===== src/core/pot_cmd_regs.vh =====
// constants for the quad pot serial command decoder
// assumes a 25 MHz system clock; included by bare name
`ifndef POT_CMD_REGS_VH
`define POT_CMD_REGS_VH

`define ID_NIBBLE        4'h5
`define OP_STEP          4'h2
`define OP_RESTORE       4'h1
`define OP_SAVE          4'h8
`define OP_STATUS        4'h5
`define STATUS_ADDR      4'h1
`define CLK_HZ           25000000
`define NV_WRITE_MS      10
`define NV_WRITE_CYCLES  (`CLK_HZ / 1000 * `NV_WRITE_MS)
`define WIPER_MAX        6'h3F

`endif


===== src/core/pot_serial_command_subset.v =====
// serial command decoder for a quad digital pot: step, global restore,
// global save with nonvolatile write timer, and write-busy status read.
// assumes csN, sck, si arrive asynchronously and are sampled on clock.
//
// Notes on behaviour
// step frame: id, 00, straps, 0010, xx, pot select, then direction bits.
// restore frame loads every wiper from its selected stored slot.
// if write-busy is clear at cs rise, save frame copies all wipers to a slot and the write starts.
// status frame answers seven zeros then the write-busy flag on so.
// each clock high with si high steps up, si low steps down.
// write-busy stays set exactly while the nonvolatile write runs.
// host sends strap bits matching this device's address pins.
// mismatched id or straps: frame ignored, so stays undriven.
`include "pot_cmd_regs.vh"
`default_nettype none

module pot_serial_command_subset #(
    parameter NV_WRITE_CYCLES = `NV_WRITE_CYCLES
) (
    input  wire        clock,
    input  wire        rst,
    input  wire        csN,
    input  wire        sck,
    input  wire        si,
    input  wire        strapAddrHi,
    input  wire        strapAddrLo,
    output reg         so,
    output reg         soEn,
    output reg  [5:0]  wiper0,
    output reg  [5:0]  wiper1,
    output reg  [5:0]  wiper2,
    output reg  [5:0]  wiper3,
    output reg         writeBusy
);

    // ------------------------------------------------------------
    // input synchronisers
    // ------------------------------------------------------------
    reg [2:0] csS;
    reg [2:0] sckS;
    reg [2:0] siS;
    reg       csQ;
    reg       sckQ;
    reg       siQ;
    reg [2:0] strapHiS;
    reg [2:0] strapLoS;
    reg       strapHiQ;
    reg       strapLoQ;

    always @(posedge clock or posedge rst)
    begin
        if (rst)
        begin
            csS  <= 3'h7;
            sckS <= 3'h0;
            siS  <= 3'h0;
            csQ  <= 1'b1;
            sckQ <= 1'b0;
            siQ  <= 1'b0;
            strapHiS <= 3'h0;
            strapLoS <= 3'h0;
            strapHiQ <= 1'b0;
            strapLoQ <= 1'b0;
        end
        else
        begin
            csS  <= {csS[1:0], csN};
            sckS <= {sckS[1:0], sck};
            siS  <= {siS[1:0], si};
            strapHiS <= {strapHiS[1:0], strapAddrHi};
            strapLoS <= {strapLoS[1:0], strapAddrLo};
            if (csS[1] == csS[2])
                csQ <= csS[2];
            if (sckS[1] == sckS[2])
                sckQ <= sckS[2];
            if (siS[1] == siS[2])
                siQ <= siS[2];
            // address straps are board pins too, filtered like the link pins
            if (strapHiS[1] == strapHiS[2])
                strapHiQ <= strapHiS[2];
            if (strapLoS[1] == strapLoS[2])
                strapLoQ <= strapLoS[2];
        end
    end

    wire csNew  = (csS[1] == csS[2]) ? csS[2] : csQ;
    wire sckNew = (sckS[1] == sckS[2]) ? sckS[2] : sckQ;
    wire csFall = csQ & ~csNew;
    wire csRise = ~csQ & csNew;
    wire sckRise = ~csQ & ~sckQ & sckNew;
    wire sckFall = ~csQ & sckQ & ~sckNew;

    // ------------------------------------------------------------
    // frame decode
    // ------------------------------------------------------------
    localparam [4:0] ST_HEAD   = 5'b00001;
    localparam [4:0] ST_STEP   = 5'b00010;
    localparam [4:0] ST_STATUS = 5'b00100;
    localparam [4:0] ST_DONE   = 5'b01000;
    localparam [4:0] ST_IGNORE = 5'b10000;

    reg [4:0]  state_r;
    reg [15:0] shift_r;
    reg [4:0]  bitCnt_r;
    reg [1:0]  potSel_r;
    reg        savePend_r;
    reg [1:0]  saveSlot_r;
    reg [7:0]  statusOut_r;
    reg [3:0]  outCnt_r;
    reg [5:0]  slot [0:15];
    reg [31:0] nvCnt_r;
    integer    i;

    wire [15:0] hdr = {shift_r[14:0], siQ};

    function [5:0] stepWiper;
        input [5:0] w;
        input       up;
        begin
            if (up)
                stepWiper = (w == `WIPER_MAX) ? w : w + 6'h01;
            else
                stepWiper = (w == 6'h00) ? w : w - 6'h01;
        end
    endfunction

    always @(posedge clock or posedge rst)
    begin
        if (rst)
        begin
            state_r     <= ST_HEAD;
            shift_r     <= 16'h0000;
            bitCnt_r    <= 5'h00;
            potSel_r    <= 2'h0;
            savePend_r  <= 1'b0;
            saveSlot_r  <= 2'h0;
            statusOut_r <= 8'h00;
            outCnt_r    <= 4'h0;
            so          <= 1'b0;
            soEn        <= 1'b0;
            wiper0      <= 6'h00;
            wiper1      <= 6'h00;
            wiper2      <= 6'h00;
            wiper3      <= 6'h00;
            writeBusy   <= 1'b0;
            nvCnt_r     <= 32'h0000_0000;
            for (i = 0; i < 16; i = i + 1)
                slot[i] <= 6'h00;
        end
        else
        begin
            if (writeBusy)
            begin
                if (nvCnt_r == 32'h0000_0000)
                    writeBusy <= 1'b0;
                else
                    nvCnt_r <= nvCnt_r - 32'h0000_0001;
            end
            if (csFall)
            begin
                state_r    <= ST_HEAD;
                bitCnt_r   <= 5'h00;
                savePend_r <= 1'b0;
                soEn       <= 1'b0;
            end
            else if (csRise)
            begin
                soEn <= 1'b0;
                if (savePend_r && !writeBusy)
                begin
                    writeBusy <= 1'b1;
                    nvCnt_r   <= NV_WRITE_CYCLES - 1;
                    slot[{2'h0, saveSlot_r}]  <= wiper0;
                    slot[{2'h1, saveSlot_r}]  <= wiper1;
                    slot[{2'h2, saveSlot_r}]  <= wiper2;
                    slot[{2'h3, saveSlot_r}]  <= wiper3;
                end
                savePend_r <= 1'b0;
                state_r    <= ST_IGNORE;
            end
            else if (sckRise)
            begin
                case (state_r)
                ST_HEAD:
                begin
                    shift_r  <= hdr;
                    bitCnt_r <= bitCnt_r + 5'h01;
                    if (bitCnt_r == 5'h0F)
                    begin
                        if (hdr[15:12] != `ID_NIBBLE || hdr[11:10] != 2'h0 ||
                            hdr[9] != strapHiQ || hdr[8] != strapLoQ)
                            state_r <= ST_IGNORE;
                        else if (hdr[7:4] == `OP_STEP)
                        begin
                            potSel_r <= hdr[1:0];
                            state_r  <= ST_STEP;
                        end
                        else if (hdr[7:4] == `OP_RESTORE && hdr[1:0] == 2'h0)
                        begin
                            wiper0  <= slot[{2'h0, hdr[3:2]}];
                            wiper1  <= slot[{2'h1, hdr[3:2]}];
                            wiper2  <= slot[{2'h2, hdr[3:2]}];
                            wiper3  <= slot[{2'h3, hdr[3:2]}];
                            state_r <= ST_DONE;
                        end
                        else if (hdr[7:4] == `OP_SAVE && hdr[1:0] == 2'h0)
                        begin
                            savePend_r <= 1'b1;
                            saveSlot_r <= hdr[3:2];
                            state_r    <= ST_DONE;
                        end
                        else if (hdr[7:4] == `OP_STATUS && hdr[3:0] == `STATUS_ADDR)
                        begin
                            statusOut_r <= {7'h00, writeBusy};
                            outCnt_r    <= 4'h0;
                            state_r     <= ST_STATUS;
                        end
                        else
                            state_r <= ST_IGNORE;
                    end
                end
                ST_STEP:
                begin
                    case (potSel_r)
                    2'h0: wiper0 <= stepWiper(wiper0, siQ);
                    2'h1: wiper1 <= stepWiper(wiper1, siQ);
                    2'h2: wiper2 <= stepWiper(wiper2, siQ);
                    default: wiper3 <= stepWiper(wiper3, siQ);
                    endcase
                end
                default:
                    state_r <= state_r;
                endcase
            end
            else if (sckFall && state_r == ST_STATUS)
            begin
                if (outCnt_r == 4'h8)
                begin
                    soEn    <= 1'b0;
                    state_r <= ST_DONE;
                end
                else
                begin
                    soEn        <= 1'b1;
                    so          <= statusOut_r[7];
                    statusOut_r <= {statusOut_r[6:0], 1'b0};
                    outCnt_r    <= outCnt_r + 4'h1;
                end
            end
        end
    end

endmodule // pot_serial_command_subset

`default_nettype wire


===== config.mk =====
export PLATFORM = sky130hd
export DESIGN_NAME = pot_serial_command_subset
export DESIGN_NICKNAME = d
export VERILOG_FILES = /design/src/core/pot_serial_command_subset.v
export VERILOG_INCLUDE_DIRS = /design/src /design/src/core
export SDC_FILE = /design/constraint.sdc
export NUM_CORES = 1
export LEC_CHECK = 0
export BUFFER_PORTS_ARGS = -buffer_cell sky130_fd_sc_hd__buf_2
export CAP_MARGIN = 0
export CORE_MARGIN = 3
export CORE_UTILIZATION = 60
export CTS_BUF_LIST = sky130_fd_sc_hd__clkbuf_16
export DETAILED_ROUTE_END_ITERATION = 8
export HOLD_SLACK_MARGIN = 0.05
export PLACE_DENSITY = 0.88
export REMOVE_ABC_BUFFERS = 1
export SLEW_MARGIN = 30
export SYNTH_ARGS = -nofsm -noshare
export SYNTH_HDL_FRONTEND = slang
export SYNTH_SLANG_ARGS = --single-unit
export TNS_END_PERCENT = 30

===== constraint.sdc =====
create_clock -name clock -period 11.46 [get_ports clock]
set_clock_uncertainty 0.1 [all_clocks]
set_input_delay 0.573 -clock clock [delete_from_list [all_inputs] [get_ports clock]]
set_output_delay 0.573 -clock clock [all_outputs]
set_load 0.01 [all_outputs]

==> results of run 1 <==
-- registers in the layout (all words and copies together) (netlist names), 2 cells and up --
register and count:
state_r 5, wiper3 6, wiper1 6, wiper0 6
siS 3, outCnt_r 4, statusOut_r 8, potSel_r 2
saveSlot_r 2, bitCnt_r 5, csS 3, slot 96
strapHiS 3, strapLoS 3, sckS 3, shift_r 15
wiper2 6, nvCnt_r 32
-- critical path: cells and delay by family (launching register included) --
family / cells / cell delay [ps]
buf+inv: 3 / 330
fa+ha+maj: 1 / 320
compound gates: 1 / 100
flops: 1 / 570
simple gates: 4 / 1420
mux: 1 / 350
-- routing by layer --
metal	global-route usage (%)	vias to the layer above	wire [um]
met5	0	-	0
met3	3.99	67	1380
met1	32.4	3830	9760
met2	39.1	264	11400
li1	-	3404	-
met4	8.67	0	658
-- kinds of logic (layout without fill, tap and decap cells) --
| kind of cell | Yosys count | after routing |
|---|---|---|
| AND/OR/NAND/NOR | 246 | 246 |
| flip-flops | 217 | 217 |
| AO/OA/AOI/OAI | 154 | 154 |
| multiplexers | 154 | 154 |
| buffers and inverters | 61 | 108 |
| adder cells (fa/ha/maj) | 33 | 33 |
| XOR/XNOR | 17 | 17 |
-- worst max path at each step --
stage | end | slack (ps) | depth (start not counted)
6_report | wiper0[4]$_DFFE_PP0P_ | 8170 | 10
5_1_grt | wiper0[4]$_DFFE_PP0P_ | 8010 | 10
4_1_cts | wiper1[5]$_DFFE_PP0P_ | 7630 | 7
3_5_place_dp | wiper1[5]$_DFFE_PP0P_ | 7690 | 7
3_3_place_gp | wiper2[5]$_DFFE_PP0P_ | 7860 | 7
2_1_floorplan | bitCnt_r[0]$_DFFE_PP0P_ | 4860 | 1
-- layout make-up --
class / count / area, um2 / share of cell area [%]
timing repair buffer: 42 / 239 / 2.00
clock buffer: 25 / 626 / 5.25
tap: 225 / 282 / 2.36
sequential: 217 / 5440 / 45.6
inverter: 22 / 95.1 / 0.797
clock inverter: 19 / 110 / 0.923
multi-input combinational: 604 / 5130 / 43.0
-- cell usage after synthesis, drive strengths merged, types with 6 or more instances --
master | instances | area (um2)
nand3b | 7 | 52.6
inv | 21 | 78.8
a211oi | 7 | 52.6
o41ai | 6 | 71.3
nand3 | 23 | 115
xor2 | 9 | 78.8
mux4 | 24 | 541
dfrtp | 212 | 5310
nor3b | 9 | 67.6
nor2b | 9 | 56.3
or2 | 9 | 56.3
o211ai | 8 | 60.1
or4 | 9 | 67.6
o31ai | 13 | 97.6
mux2i | 7 | 70.1
o21ai | 46 | 234
a22o | 9 | 78.8
clkbuf | 28 | 105
buf | 11 | 47.5
nor4 | 21 | 163
and4 | 6 | 52.6
a21oi | 21 | 105
nor3 | 22 | 115
ha | 25 | 313
or3 | 15 | 93.8
mux2 | 123 | 1390
nor2 | 22 | 82.6
xnor2 | 8 | 70.1
nand4 | 12 | 75.1
nand2 | 60 | 225
a21o | 9 | 67.6
-- layout by cell type (no fill, tap or decap), drive strengths merged, types with 22 or more instances in the layout --
cell,n
nor3,22
dfrtp,212
nand2,60
ha,25
nand3,23
mux2,123
clkbuf,25
inv,25
buf,41
o21ai,46
mux4,24
nor2,22
-- metrics by stage --
step | hold WS [ps] | std cells
global placement | 232 | 1109
detailed placement | 236 | 1109
CTS | 52.2 | 1154
global route | 54.4 | 1154
finish | 65.4 | 1154
floorplan | 231 | 843
-- power groups by stage --
stage | clock (W) | sequential [W] | combinational [W]
after floorplan | 0 | 0.000811 | 0.0000726
after global routing | 0.000766 | 0.000805 | 0.000109
final | 0.000718 | 0.000803 | 0.0000964
after CTS | 0.000730 | 0.000803 | 0.0000972
after global placement | 0 | 0.000815 | 0.0000897
after detailed placement | 0 | 0.000816 | 0.0000940
==> impl_results.md, run 1 <==
* Status: finished clean
* Die Ht at 140 um
* Minimum clock period at 3290 ps
* Setup crit start: csQ$_DFF_PP1_
* Post-Synth XOR/XNOR Area at 1.38%
* Post-CTS setup buffer count at 0
* Final worst path period share at 28.7%
* Post_cts resized at 0
* Largest family of logic cells by synthesized area: multiplexers
* Fraction of registers with async set/reset at 100%
* Register share of total power at 49.6%
* Adder-Cell Fraction of Synth Area at 4.02%
* Total GRT Usage at 23.8%
* Combinational share of power at 6.0%
* Sink Count at 217
* Row count at 48
* CTS root buf: clkbuf_16
* Critical Path Start Type: register
* Hold Violations, Final at 0
* Post-synth cell types at 74
* Iter 0 DRT Violations at 511
* Final worst slack at 8170 ps
* Seq/Total Area, Yosys at 50.5%
* Vias in the first global route at 7806
* Core Footprint at 17400 um2
* CP max stage delay at 720 ps
* Worst vdd ir at 0.000111 V
* Num CTS Buffers at 24
* Syn Area/Cell at 12.2 um2
* Static leakage at 5.65 nW
* Post-DP HPWL at 13900 um
* Horiz. Die Dim at 140 um
* Tightest Pin Transition at 902 ps
* Worst slew margin relative to its limit at 39.7%
* CP Cell Sequence: inv_1 > nand2_1 > o21ai_0 > inv_1 > ha_1 > inv_1 > nor4_2 > and4_1 > or2_2 > mux2_2
* Initial Util at 61.9%
* RSZ-0062 raised after global routing: false
* Post-Synth Simple-Gate Area at 13.4%
* Synthesis-to-finish area growth at 10.7%
* Share of cells above drive strength 1 at 28.1%
* Post-synthesis cell count at 882
* Crit path max fanout at 8
* Vias post-DR at 7565
* Clk pwr share at 44.4%
* Power per cell area at 136 nW/um2
* CP Data Required Time at 11770 ps
* CP max-delay cell: nor4_2
* Worst Hold Path EP: csS[0]$_DFF_PP1_
* Net switching power figure at 0.000382 W
* Number of fill cells in the layout at 1173
* Achievable Freq at 0.304 GHz
* Cells on Worst Hold Path at 1
* DRC viols at 0
* Hold_sp: csN
* Largest net degree at the start of global routing at 139
* Worst Reg2Reg Path Length in Cells at 10
* GPL Wtd Cong at 0.836
* Initial antenna violation count at 0
* TritonCTS clock tree: yes
* Synth Register Bits at 217
* Final core area utilization at 68.5%
* Worst path most repeated cell: inv_1
* Post-Route WL at 23200 um
* Worst r2r src: csQ$_DFF_PP1_
* Switching Fraction at 23.6%
* Place WS at 7690 ps
* Top FF cell, synth: dfrtp_1
* Post-Syn Area at 10800 um2
* PnR Total Power at 0.00162 W
* Worst min path class: primary input to register
* Worst-skew pair later-pin latency at 520 ps
* Post-route setup TNS at 0 ps
* Io pins at 34
* Port buffer count at 33
* Maximum capacitance violations at 0
* CP arrival at 3600 ps
* Critical R2R Capture: wiper0[4]$_DFFE_PP0P_
* DR WL/cell at 20.1 um
* First-pass GRT wire length at 38900 um
* Multiplexer share of the synthesized area at 18.5%
* Total gr overflow at 0
* CTS H-tree lvls at 1
* Die area at 19600 um2
* Final Setup Violations at 0
* Maximum clock path buffer count at 3
* R2R Setup Slk at 8170 ps
* Placed inst area at 11200 um2
* P_int at 0.00124 W
* Post-detailed-route count of antenna-violating nets at 0
* Yosys Warn Count at 0
* Post-DR vias/cell at 6.56
* Clock transition at path regs at 60 ps
* Post-synthesis compound-gate area fraction at 10.0%
* NumNets Final at 947
* Final Max Slew Viols at 0
* Hold Buf Count CTS at 1
* # diodes at 0
* Crit end category: register
* Post-synth EDFFs at 0
* Design Area, Final at 11900 um2
* CP Class: register to register
* TritonRoute pass-1 iters at 5
Note: power is estimated with default switching activity, not from simulation.
==> inputs of run 2 (changes only) <==
--- a/config.mk
+++ b/config.mk
@@ -6,6 +6,7 @@
 export SDC_FILE = /design/constraint.sdc
 export NUM_CORES = 1
 export LEC_CHECK = 0
+export ABC_AREA = 1
 export BUFFER_PORTS_ARGS = -buffer_cell sky130_fd_sc_hd__buf_2
 export CAP_MARGIN = 0
 export CORE_MARGIN = 3
==> constraint.sdc (replaced) <==
create_clock -name clock -period 3.25 [get_ports clock]
set_clock_uncertainty 0.1 [all_clocks]
set_input_delay 0.1625 -clock clock [delete_from_list [all_inputs] [get_ports clock]]
set_output_delay 0.1625 -clock clock [all_outputs]
set_load 0.01 [all_outputs]
==> run 2 against run 1 <==
Synthesized cell count increased by 59%; worst setup slack got worse by 7600 ps; largest cell class unchanged; largest power group unchanged; sequential cell count unchanged; sequential power increased to 3.6 times the previous value; first-iteration DRC count increased by 86%; critical path type unchanged; cell area increased by 4.2%; global-route usage increased by 2.6 points; register-to-register slack got worse by 7600 ps; critical endpoint is now shift_r[2]$_DFFE_PP0P_; cell count increased by 46%.
==> impl_results.md, run 2 <==
* Status: finished clean (unchanged)
* Most common library cells after synthesis: nand2_1, dfrtp_1, nor2_1 (was dfrtp_1, mux2_2, nand2_1)
* DRC viols at 0 (unchanged)
* Top FF cell, synth: dfrtp_1 (unchanged)
* Iter 0 DRT Violations at 950 (was 511)
* Achievable Freq at 0.370 GHz (was 0.304 GHz)
* RSZ-0062 raised after global routing: false (unchanged)
* Largest cells by area after synthesis: dfrtp_1, nand2_1, o21ai_0, a21oi_1, nor2_1 (was dfrtp_1, mux2_2, mux4_2, ha_1, nand2_1)
* CP Cell Sequence: inv_1 > nand2_1 > o21a_1 > ha_1 > inv_1 > nor2_8 > nand2_1 > nand2_1 > o21ai_0 (was inv_1 > nand2_1 > o21ai_0 > inv_1 > ha_1 > inv_1 > nor4_2 > and4_1 > or2_2 > mux2_2)
* Initial Util at 61.7% (was 61.9%)
* Most frequent cells in the layout: nand2_1, dfrtp_1, nor2_1, inv_1, o21ai_0 (was dfrtp_1, mux2_2, nand2_1, o21ai_0, buf_2)
* Final Setup Violations at 0 (unchanged)
* Maximum clock path buffer count at 3 (unchanged)
* Stages on worst setup path at 9 (was 10)
* Top Registers: slot: 96 flops, nvCnt_r: 32 flops, shift_r: 15 flops (unchanged)
* Clock transition at path regs at 60 ps (about the same)
* Placed cell count at 1630 (was 1109)
* Crit end category: register (unchanged)
* Post-DR vias/cell at 5.77 (was 6.56)
* Final core area utilization at 68.3% (was 68.5%)
* DR WL/cell at 15.7 um (was 20.1 um)
* Share of cells above drive strength 1 at 9.24% (was 28.1%)
* Post-synth EDFFs at 0 (unchanged)
* Final Non-Filler Cells at 1680 (was 1154)
* Commonest non-fill, non-tap cell in the layout: nand2_1 (was dfrtp_1)
* Total GRT Usage at 26.4% (was 23.8%)
* Worst-skew pair later-pin latency at 530 ps (was 520 ps)
* Sink Count at 217 (unchanged)
* Total gr overflow at 0 (unchanged)
* Final Max Slew Viols at 0 (unchanged)
* Worst Reg2Reg Path Length in Cells at 9 (was 10)
* Place WS at 582 ps (was 7690 ps)
* Post-Syn Area at 11200 um2 (was 10800 um2)
* Num CTS Buffers at 24 (unchanged)
* Largest register by flop count: slot (unchanged)
* Placed inst area at 11600 um2 (was 11200 um2)
* CP arrival at 2950 ps (was 3600 ps)
* Vias in the first global route at 9353 (was 7806)
* Design Area, Final at 12400 um2 (was 11900 um2)
* NumNets Final at 1469 (was 947)
* Port buffer count at 33 (unchanged)
* Post-synth cell types at 56 (was 74)
* Post-detailed-route count of antenna-violating nets at 0 (unchanged)
* Io pins at 34 (unchanged)
* # diodes at 0 (unchanged)
* Final worst slack at 549 ps (was 8170 ps)
* Power per cell area at 486 nW/um2 (was 136 nW/um2)
* Die Ht at 143 um (was 140 um)
* CP Data Required Time at 3500 ps (was 11770 ps)
* Synthesis-to-finish area growth at 10.6% (was 10.7%)
* Critical Path Start Type: register (unchanged)
* Post_cts resized at 0 (unchanged)
* Synth top area share at 47.2% (was 49.2%)
* Horiz. Die Dim at 143 um (was 140 um)
* TritonCTS clock tree: yes (unchanged)
* CP max-delay cell: dfstp_2 (was nor4_2)
* Crit path buf inv count at 2 (was 3)
* TritonRoute pass-1 iters at 7 (was 5)
* First-pass GRT wire length at 44700 um (was 38900 um)
* Syn Area/Cell at 8.03 um2 (was 12.2 um2)
* Largest register FFs at 96 (unchanged)
* Final worst path period share at 83.1% (was 28.7%)
* Post-synthesis cell count at 1400 (was 882)
* Leading area contributor after synthesis: dfrtp_1 (unchanged)
* Die area at 20400 um2 (was 19600 um2)
* GPL Wtd Cong at 0.914 (was 0.836)
* Static leakage at 6.22 nW (was 5.65 nW)
* CTS root buf: clkbuf_16 (unchanged)
* Tightest Pin Transition at 978 ps (was 902 ps)
* Seq/Total Area, Yosys at 48.4% (was 50.5%)
* Top-count cell post-synth: nand2_1 (was dfrtp_1)
* Minimum clock period at 2700 ps (was 3290 ps)
* Post-DP HPWL at 16900 um (was 13900 um)
* WHS at 179 ps (was 65.4 ps)
* Fraction of registers with async set/reset at 100% (unchanged)
* CP max stage delay at 580 ps (was 720 ps)
* Row count at 49 (was 48)
* Worst min path class: primary input to register (unchanged)
* Crit path max fanout at 30 (was 8)
* Worst slew margin relative to its limit at 34.8% (was 39.7%)
* Initial antenna violation count at 0 (unchanged)
* CTS H-tree lvls at 1 (unchanged)
* Vias post-DR at 9693 (was 7565)
* Yosys Warn Count at 0 (unchanged)
* CP Class: register to register (unchanged)
* Worst path most repeated cell: nand2_1 (was inv_1)
* Cells on Worst Hold Path at 2 (was 1)
* Worst vdd ir at 0.000450 V (was 0.000111 V)
* Hold Violations, Final at 0 (unchanged)
* Maximum capacitance violations at 0 (unchanged)
* Post-Route WL at 26400 um (was 23200 um)
* Largest net degree at the start of global routing at 85 (was 139)
* Synth Register Bits at 217 (unchanged)
* Crit path max-delay family: simple AND/OR/NAND/NOR gates (unchanged)
* Core Footprint at 18200 um2 (was 17400 um2)
[run 2: path summary, 6_finish.rpt]
check | startpoint | end | slack, ps
hold / removal | sck | sckS[0]$_DFF_PP0_ | 180
hold reg to reg | sckS[0]$_DFF_PP0_ | sckS[1]$_DFF_PP0_ | 240
setup reg to reg | csQ$_DFF_PP1_ | shift_r[2]$_DFFE_PP0P_ | 550
min in group asynchronous | rst | wiper1[5]$_DFFE_PP0P_ | 190
setup / recovery | csQ$_DFF_PP1_ | shift_r[2]$_DFFE_PP0P_ | 550
max in group asynchronous | rst | nvCnt_r[22]$_DFF_PP0_ | 2060
[run 2: where the power goes]
group          internal [W]  total (W)  switching, W
combinational      0.000184   0.000583      0.000399
sequential          0.00280    0.00287     0.0000750
clock               0.00150    0.00259       0.00109
[run 2: cells by family (layout without fill, tap and decap cells)]
family,count (synthesis),count (layout),share of synthesized area (%)
flip-flops,217,217,48.4
buffers and inverters,204,255,7.46
AND/OR/NAND/NOR,606,606,23.3
adder cells (fa/ha/maj),32,32,3.76
multiplexers,4,4,0.389
AO/OA/AOI/OAI,313,313,14.9
XOR/XNOR,24,24,1.87
[run 2: repair_timing]
item	4_1_cts	5_1_grt
endpoints found under the setup margin	0	0
buffers inserted	0	0
endpoints found under the hold margin	85	0
hold buffers	6	0
[run 2: area by class of cell]
class | count | area (um2)
Fill cell | 1375 | 5780
Sequential cell | 217 | 5440
Multi-Input combinational cell | 979 | 4990
Clock buffer | 24 | 601
Inverter | 151 | 577
Timing Repair Buffer | 60 | 395
Tap cell | 229 | 287
Clock inverter | 20 | 148
[run 2: stage by stage]
stage	setup TNS (ps)	power, W
after detailed placement	0	0.00349
after global routing	0	0.00626
final	0	0.00604
after CTS	0	0.00606
after floorplan	-629690	0.00333
after global placement	0	0.00346
[run 2: per-layer routing]
| metal | share of wire [%] | global-route usage [%] |
|---|---|---|
| met5 | 0 | 0 |
| met4 | 3.6 | 10.4 |
| met2 | 46 | 41.6 |
| met1 | 43 | 37.1 |
| met3 | 6.9 | 4.19 |
==> inputs of run 3 (changes only) <==
--- a/config.mk
+++ b/config.mk
@@ -10,7 +10,7 @@
 export BUFFER_PORTS_ARGS = -buffer_cell sky130_fd_sc_hd__buf_2
 export CAP_MARGIN = 0
 export CORE_MARGIN = 3
-export CORE_UTILIZATION = 60
+export CORE_UTILIZATION = 57
 export CTS_BUF_LIST = sky130_fd_sc_hd__clkbuf_16
 export DETAILED_ROUTE_END_ITERATION = 8
 export HOLD_SLACK_MARGIN = 0.05
==> constraint.sdc (replaced) <==
create_clock -name clock -period 2.2 [get_ports clock]
set_clock_uncertainty 0.1 [all_clocks]
set_input_delay 0.11 -clock clock [delete_from_list [all_inputs] [get_ports clock]]
set_output_delay 0.11 -clock clock [all_outputs]
set_load 0.01 [all_outputs]
==> run 3 against run 2 <==
The flow now finishes with violations (setup timing); power increased by 52%; cell area is 5.3% higher; sequential power up 48%; register-to-register slack got worse by 570 ps; routed wire length rose by 13%; highest routed layer unchanged.
==> impl_results.md, run 3 (same netlist as run 2, synthesis figures left out) <==
* Worst vdd ir at 0.000591 V (was 0.000450 V)
* Largest net degree at the start of global routing at 78 (was 85)
* Switching Fraction at 25.8% (was 25.9%)
* Post-detailed-route count of antenna-violating nets at 0 (unchanged)
* Share of cells above drive strength 1 at 13.1% (was 9.24%)
* Initial antenna violation count at 0 (unchanged)
* Vias in the first global route at 9523 (was 9353)
* CP arrival at 2530 ps (was 2950 ps)
* Post-DR vias/cell at 5.93 (was 5.77)
* GPL Wtd Cong at 0.958 (was 0.914)
* NumNets Final at 1506 (was 1469)
* DRC viols at 0 (unchanged)
* Post-DP HPWL at 17900 um (was 16900 um)
* P_int at 0.00680 W (was 0.00448 W)
* Final worst slack at -18.7 ps (was 549 ps)
* CP Cell Sequence: nand2_1 > nand2_1 > o21a_2 > ha_4 > inv_2 > nor2_4 > inv_4 > nor3_4 > buf_6 > mux2_2 (was inv_1 > nand2_1 > o21a_1 > ha_1 > inv_1 > nor2_8 > nand2_1 > nand2_1 > o21ai_0)
* Port buffer count at 33 (unchanged)
* Largest register by flop count: slot (unchanged)
* Hold Violations, Final at 0 (unchanged)
* Worst r2r src: csS[1]$_DFF_PP1_ (was csQ$_DFF_PP1_)
* Top Registers: slot: 96 flops, nvCnt_r: 32 flops, shift_r: 15 flops (unchanged)
* Iter 0 DRT Violations at 1381 (was 950)
* Final worst path period share at 101% (was 83.1%)
* Setup crit start: csS[1]$_DFF_PP1_ (was csQ$_DFF_PP1_)
* Crit path max fanout at 4 (was 30)
* Largest register FFs at 96 (unchanged)
* Num CTS Buffers at 24 (unchanged)
* Tightest Pin Transition at 574 ps (was 978 ps)
* Maximum capacitance violations at 0 (unchanged)
* DR WL/cell at 17.2 um (was 15.7 um)
* Minimum clock period at 2220 ps (was 2700 ps)
* Combinational share of power at 10.8% (was 9.6%)
* Worst-skew pair later-pin latency at 520 ps (was 530 ps)
* Net switching power figure at 0.00236 W (was 0.00157 W)
* Synthesis-to-finish area growth at 16.4% (was 10.6%)
* Critical R2R Capture: slot[76]$_DFFE_PP0P_ (was shift_r[2]$_DFFE_PP0P_)
* Horiz. Die Dim at 146 um (was 143 um)
* Die Ht at 146 um (was 143 um)
* Status: finished with violations (was finished clean)
* Clk pwr share at 42.9% (was 42.8%)
* Power per cell area at 701 nW/um2 (was 486 nW/um2)
* Worst slew margin relative to its limit at 61.8% (was 34.8%)
* Initial Util at 59.1% (was 61.7%)
* Register share of total power at 46.4% (was 47.5%)
* Worst min path class: primary input to asynchronous set/reset pin (was primary input to register)
* Total GRT Usage at 25.3% (was 26.4%)
* Core Footprint at 19000 um2 (was 18200 um2)
* Io pins at 34 (unchanged)
* Final Max Slew Viols at 0 (unchanged)
* TritonCTS clock tree: yes (unchanged)
* Die area at 21400 um2 (was 20400 um2)
* Failing checks: setup timing
* TritonRoute pass-1 iters at 7 (unchanged)
* CTS H-tree lvls at 1 (unchanged)
* Achievable Freq at 0.451 GHz (was 0.370 GHz)
* CP Data Required Time at 2510 ps (was 3500 ps)
* CP Class: register to register (unchanged)
* Final Setup Violations at 1 (was 0)
* Number of fill cells in the layout at 1406 (was 1375)
* Most frequent cells in the layout: nand2_1, dfrtp_1, nor2_1, inv_1, o21ai_0 (unchanged)
* R2R Setup Slk at -20 ps (was 550 ps)
* Vias post-DR at 10352 (was 9693)
* Total gr overflow at 0 (unchanged)
* RSZ-0062 raised after global routing: true (was false)
* Clock transition at path regs at 60 ps (about the same)
* Post-Route WL at 30000 um (was 26400 um)
* CP max stage delay at 540 ps (was 580 ps)
* Maximum clock path buffer count at 3 (unchanged)
* Crit end category: register (unchanged)
* Row count at 50 (was 49)
* Static leakage at 6.50 nW (was 6.22 nW)
* Worst path most repeated cell: nand2_1 (unchanged)
* CP max-delay cell: dfstp_2 (unchanged)
* Worst Reg2Reg Path Length in Cells at 10 (was 9)
* First-pass GRT wire length at 45800 um (was 44700 um)
* Sink Count at 217 (unchanged)
* Multi-input logic area at 5070 um2 (was 4990 um2)
* Final core area utilization at 68.8% (was 68.3%)
* Commonest non-fill, non-tap cell in the layout: nand2_1 (unchanged)
* Post-route setup TNS at -18.7 ps (was 0 ps)
* Reg area at 5440 um2 (unchanged)
* CTS root buf: clkbuf_16 (unchanged)
* # diodes at 0 (unchanged)
* PnR Total Power at 0.00917 W (was 0.00604 W)
* Critical Path Start Type: register (unchanged)
## run 3: worst max-delay path: cells and delay by family (launching register included)
kind                       cells  cell delay [ps]
muxes                          1              340
DFF                            1              540
buffers and inverters          3              290
adders and majority gates      1              140
AOI/OAI and AO/OA              1              180
and+or+nand+nor                4              500
## run 3: layout make-up
cell class | count | area share (%)
timing repair buffer | 97 | 6.84
clock buffer | 24 | 4.59
inverter | 151 | 4.46
tap | 260 | 2.49
sequential | 217 | 41.6
clock inverter | 19 | 1.31
multi-input combinational | 979 | 38.8
## run 3: routing by layer
metal / part of all wire (%) / track usage (%)
met1: 39 / 33.5
met2: 47 / 42.6
met3: 8.8 / 4.07
met4: 5.1 / 9.31
met5: 0 / 0
## run 3: what timing repair did
item | 4_1_cts | 5_1_grt
setup buffers | 0 | 9
hold buffers | 6 | 0
pin swaps | 0 | 4
resized for setup | 5 | 34
gates cloned | 0 | 4
setup endpoints to repair | 11 | 112
hold endpoints to repair | 195 | 0
## run 3: worst max-delay path by stage
stage / endpoint / slack [ps]
after global routing: slot[30]$_DFFE_PP0P_ / -110
after detailed placement: state_r[3]$_DFFE_PP0P_ / -20
after CTS: wiper3[5]$_DFFE_PP0P_ / 10
after global placement: slot[77]$_DFFE_PP0P_ / 50
final: slot[76]$_DFFE_PP0P_ / -20
after floorplan: bitCnt_r[0]$_DFFE_PP0P_ / -3940
## run 3: power groups by stage
stage	Clock, W	Sequential [W]	Combinational [W]
final	0.00393	0.00425	0.000989
after global placement	0	0.00431	0.000849
after detailed placement	0	0.00432	0.000886
after floorplan	0	0.00430	0.000615
after CTS	0.00396	0.00425	0.000909
after global routing	0.00415	0.00426	0.00110
## run 3: metrics by stage
| stage | area (um2) | worst slack [ps] | hold WS (ps) | cells |
|---|---|---|---|---|
| after floorplan | 11000 | -3940 | 14.5 | 1347 |
| after global placement | 12000 | 49.6 | 116 | 1685 |
| after detailed placement | 12000 | -22.5 | 119 | 1685 |
| after CTS | 12800 | 10.3 | 119 | 1734 |
| after global routing | 13100 | -110 | 139 | 1747 |
| final | 13100 | -18.7 | 125 | 1747 |
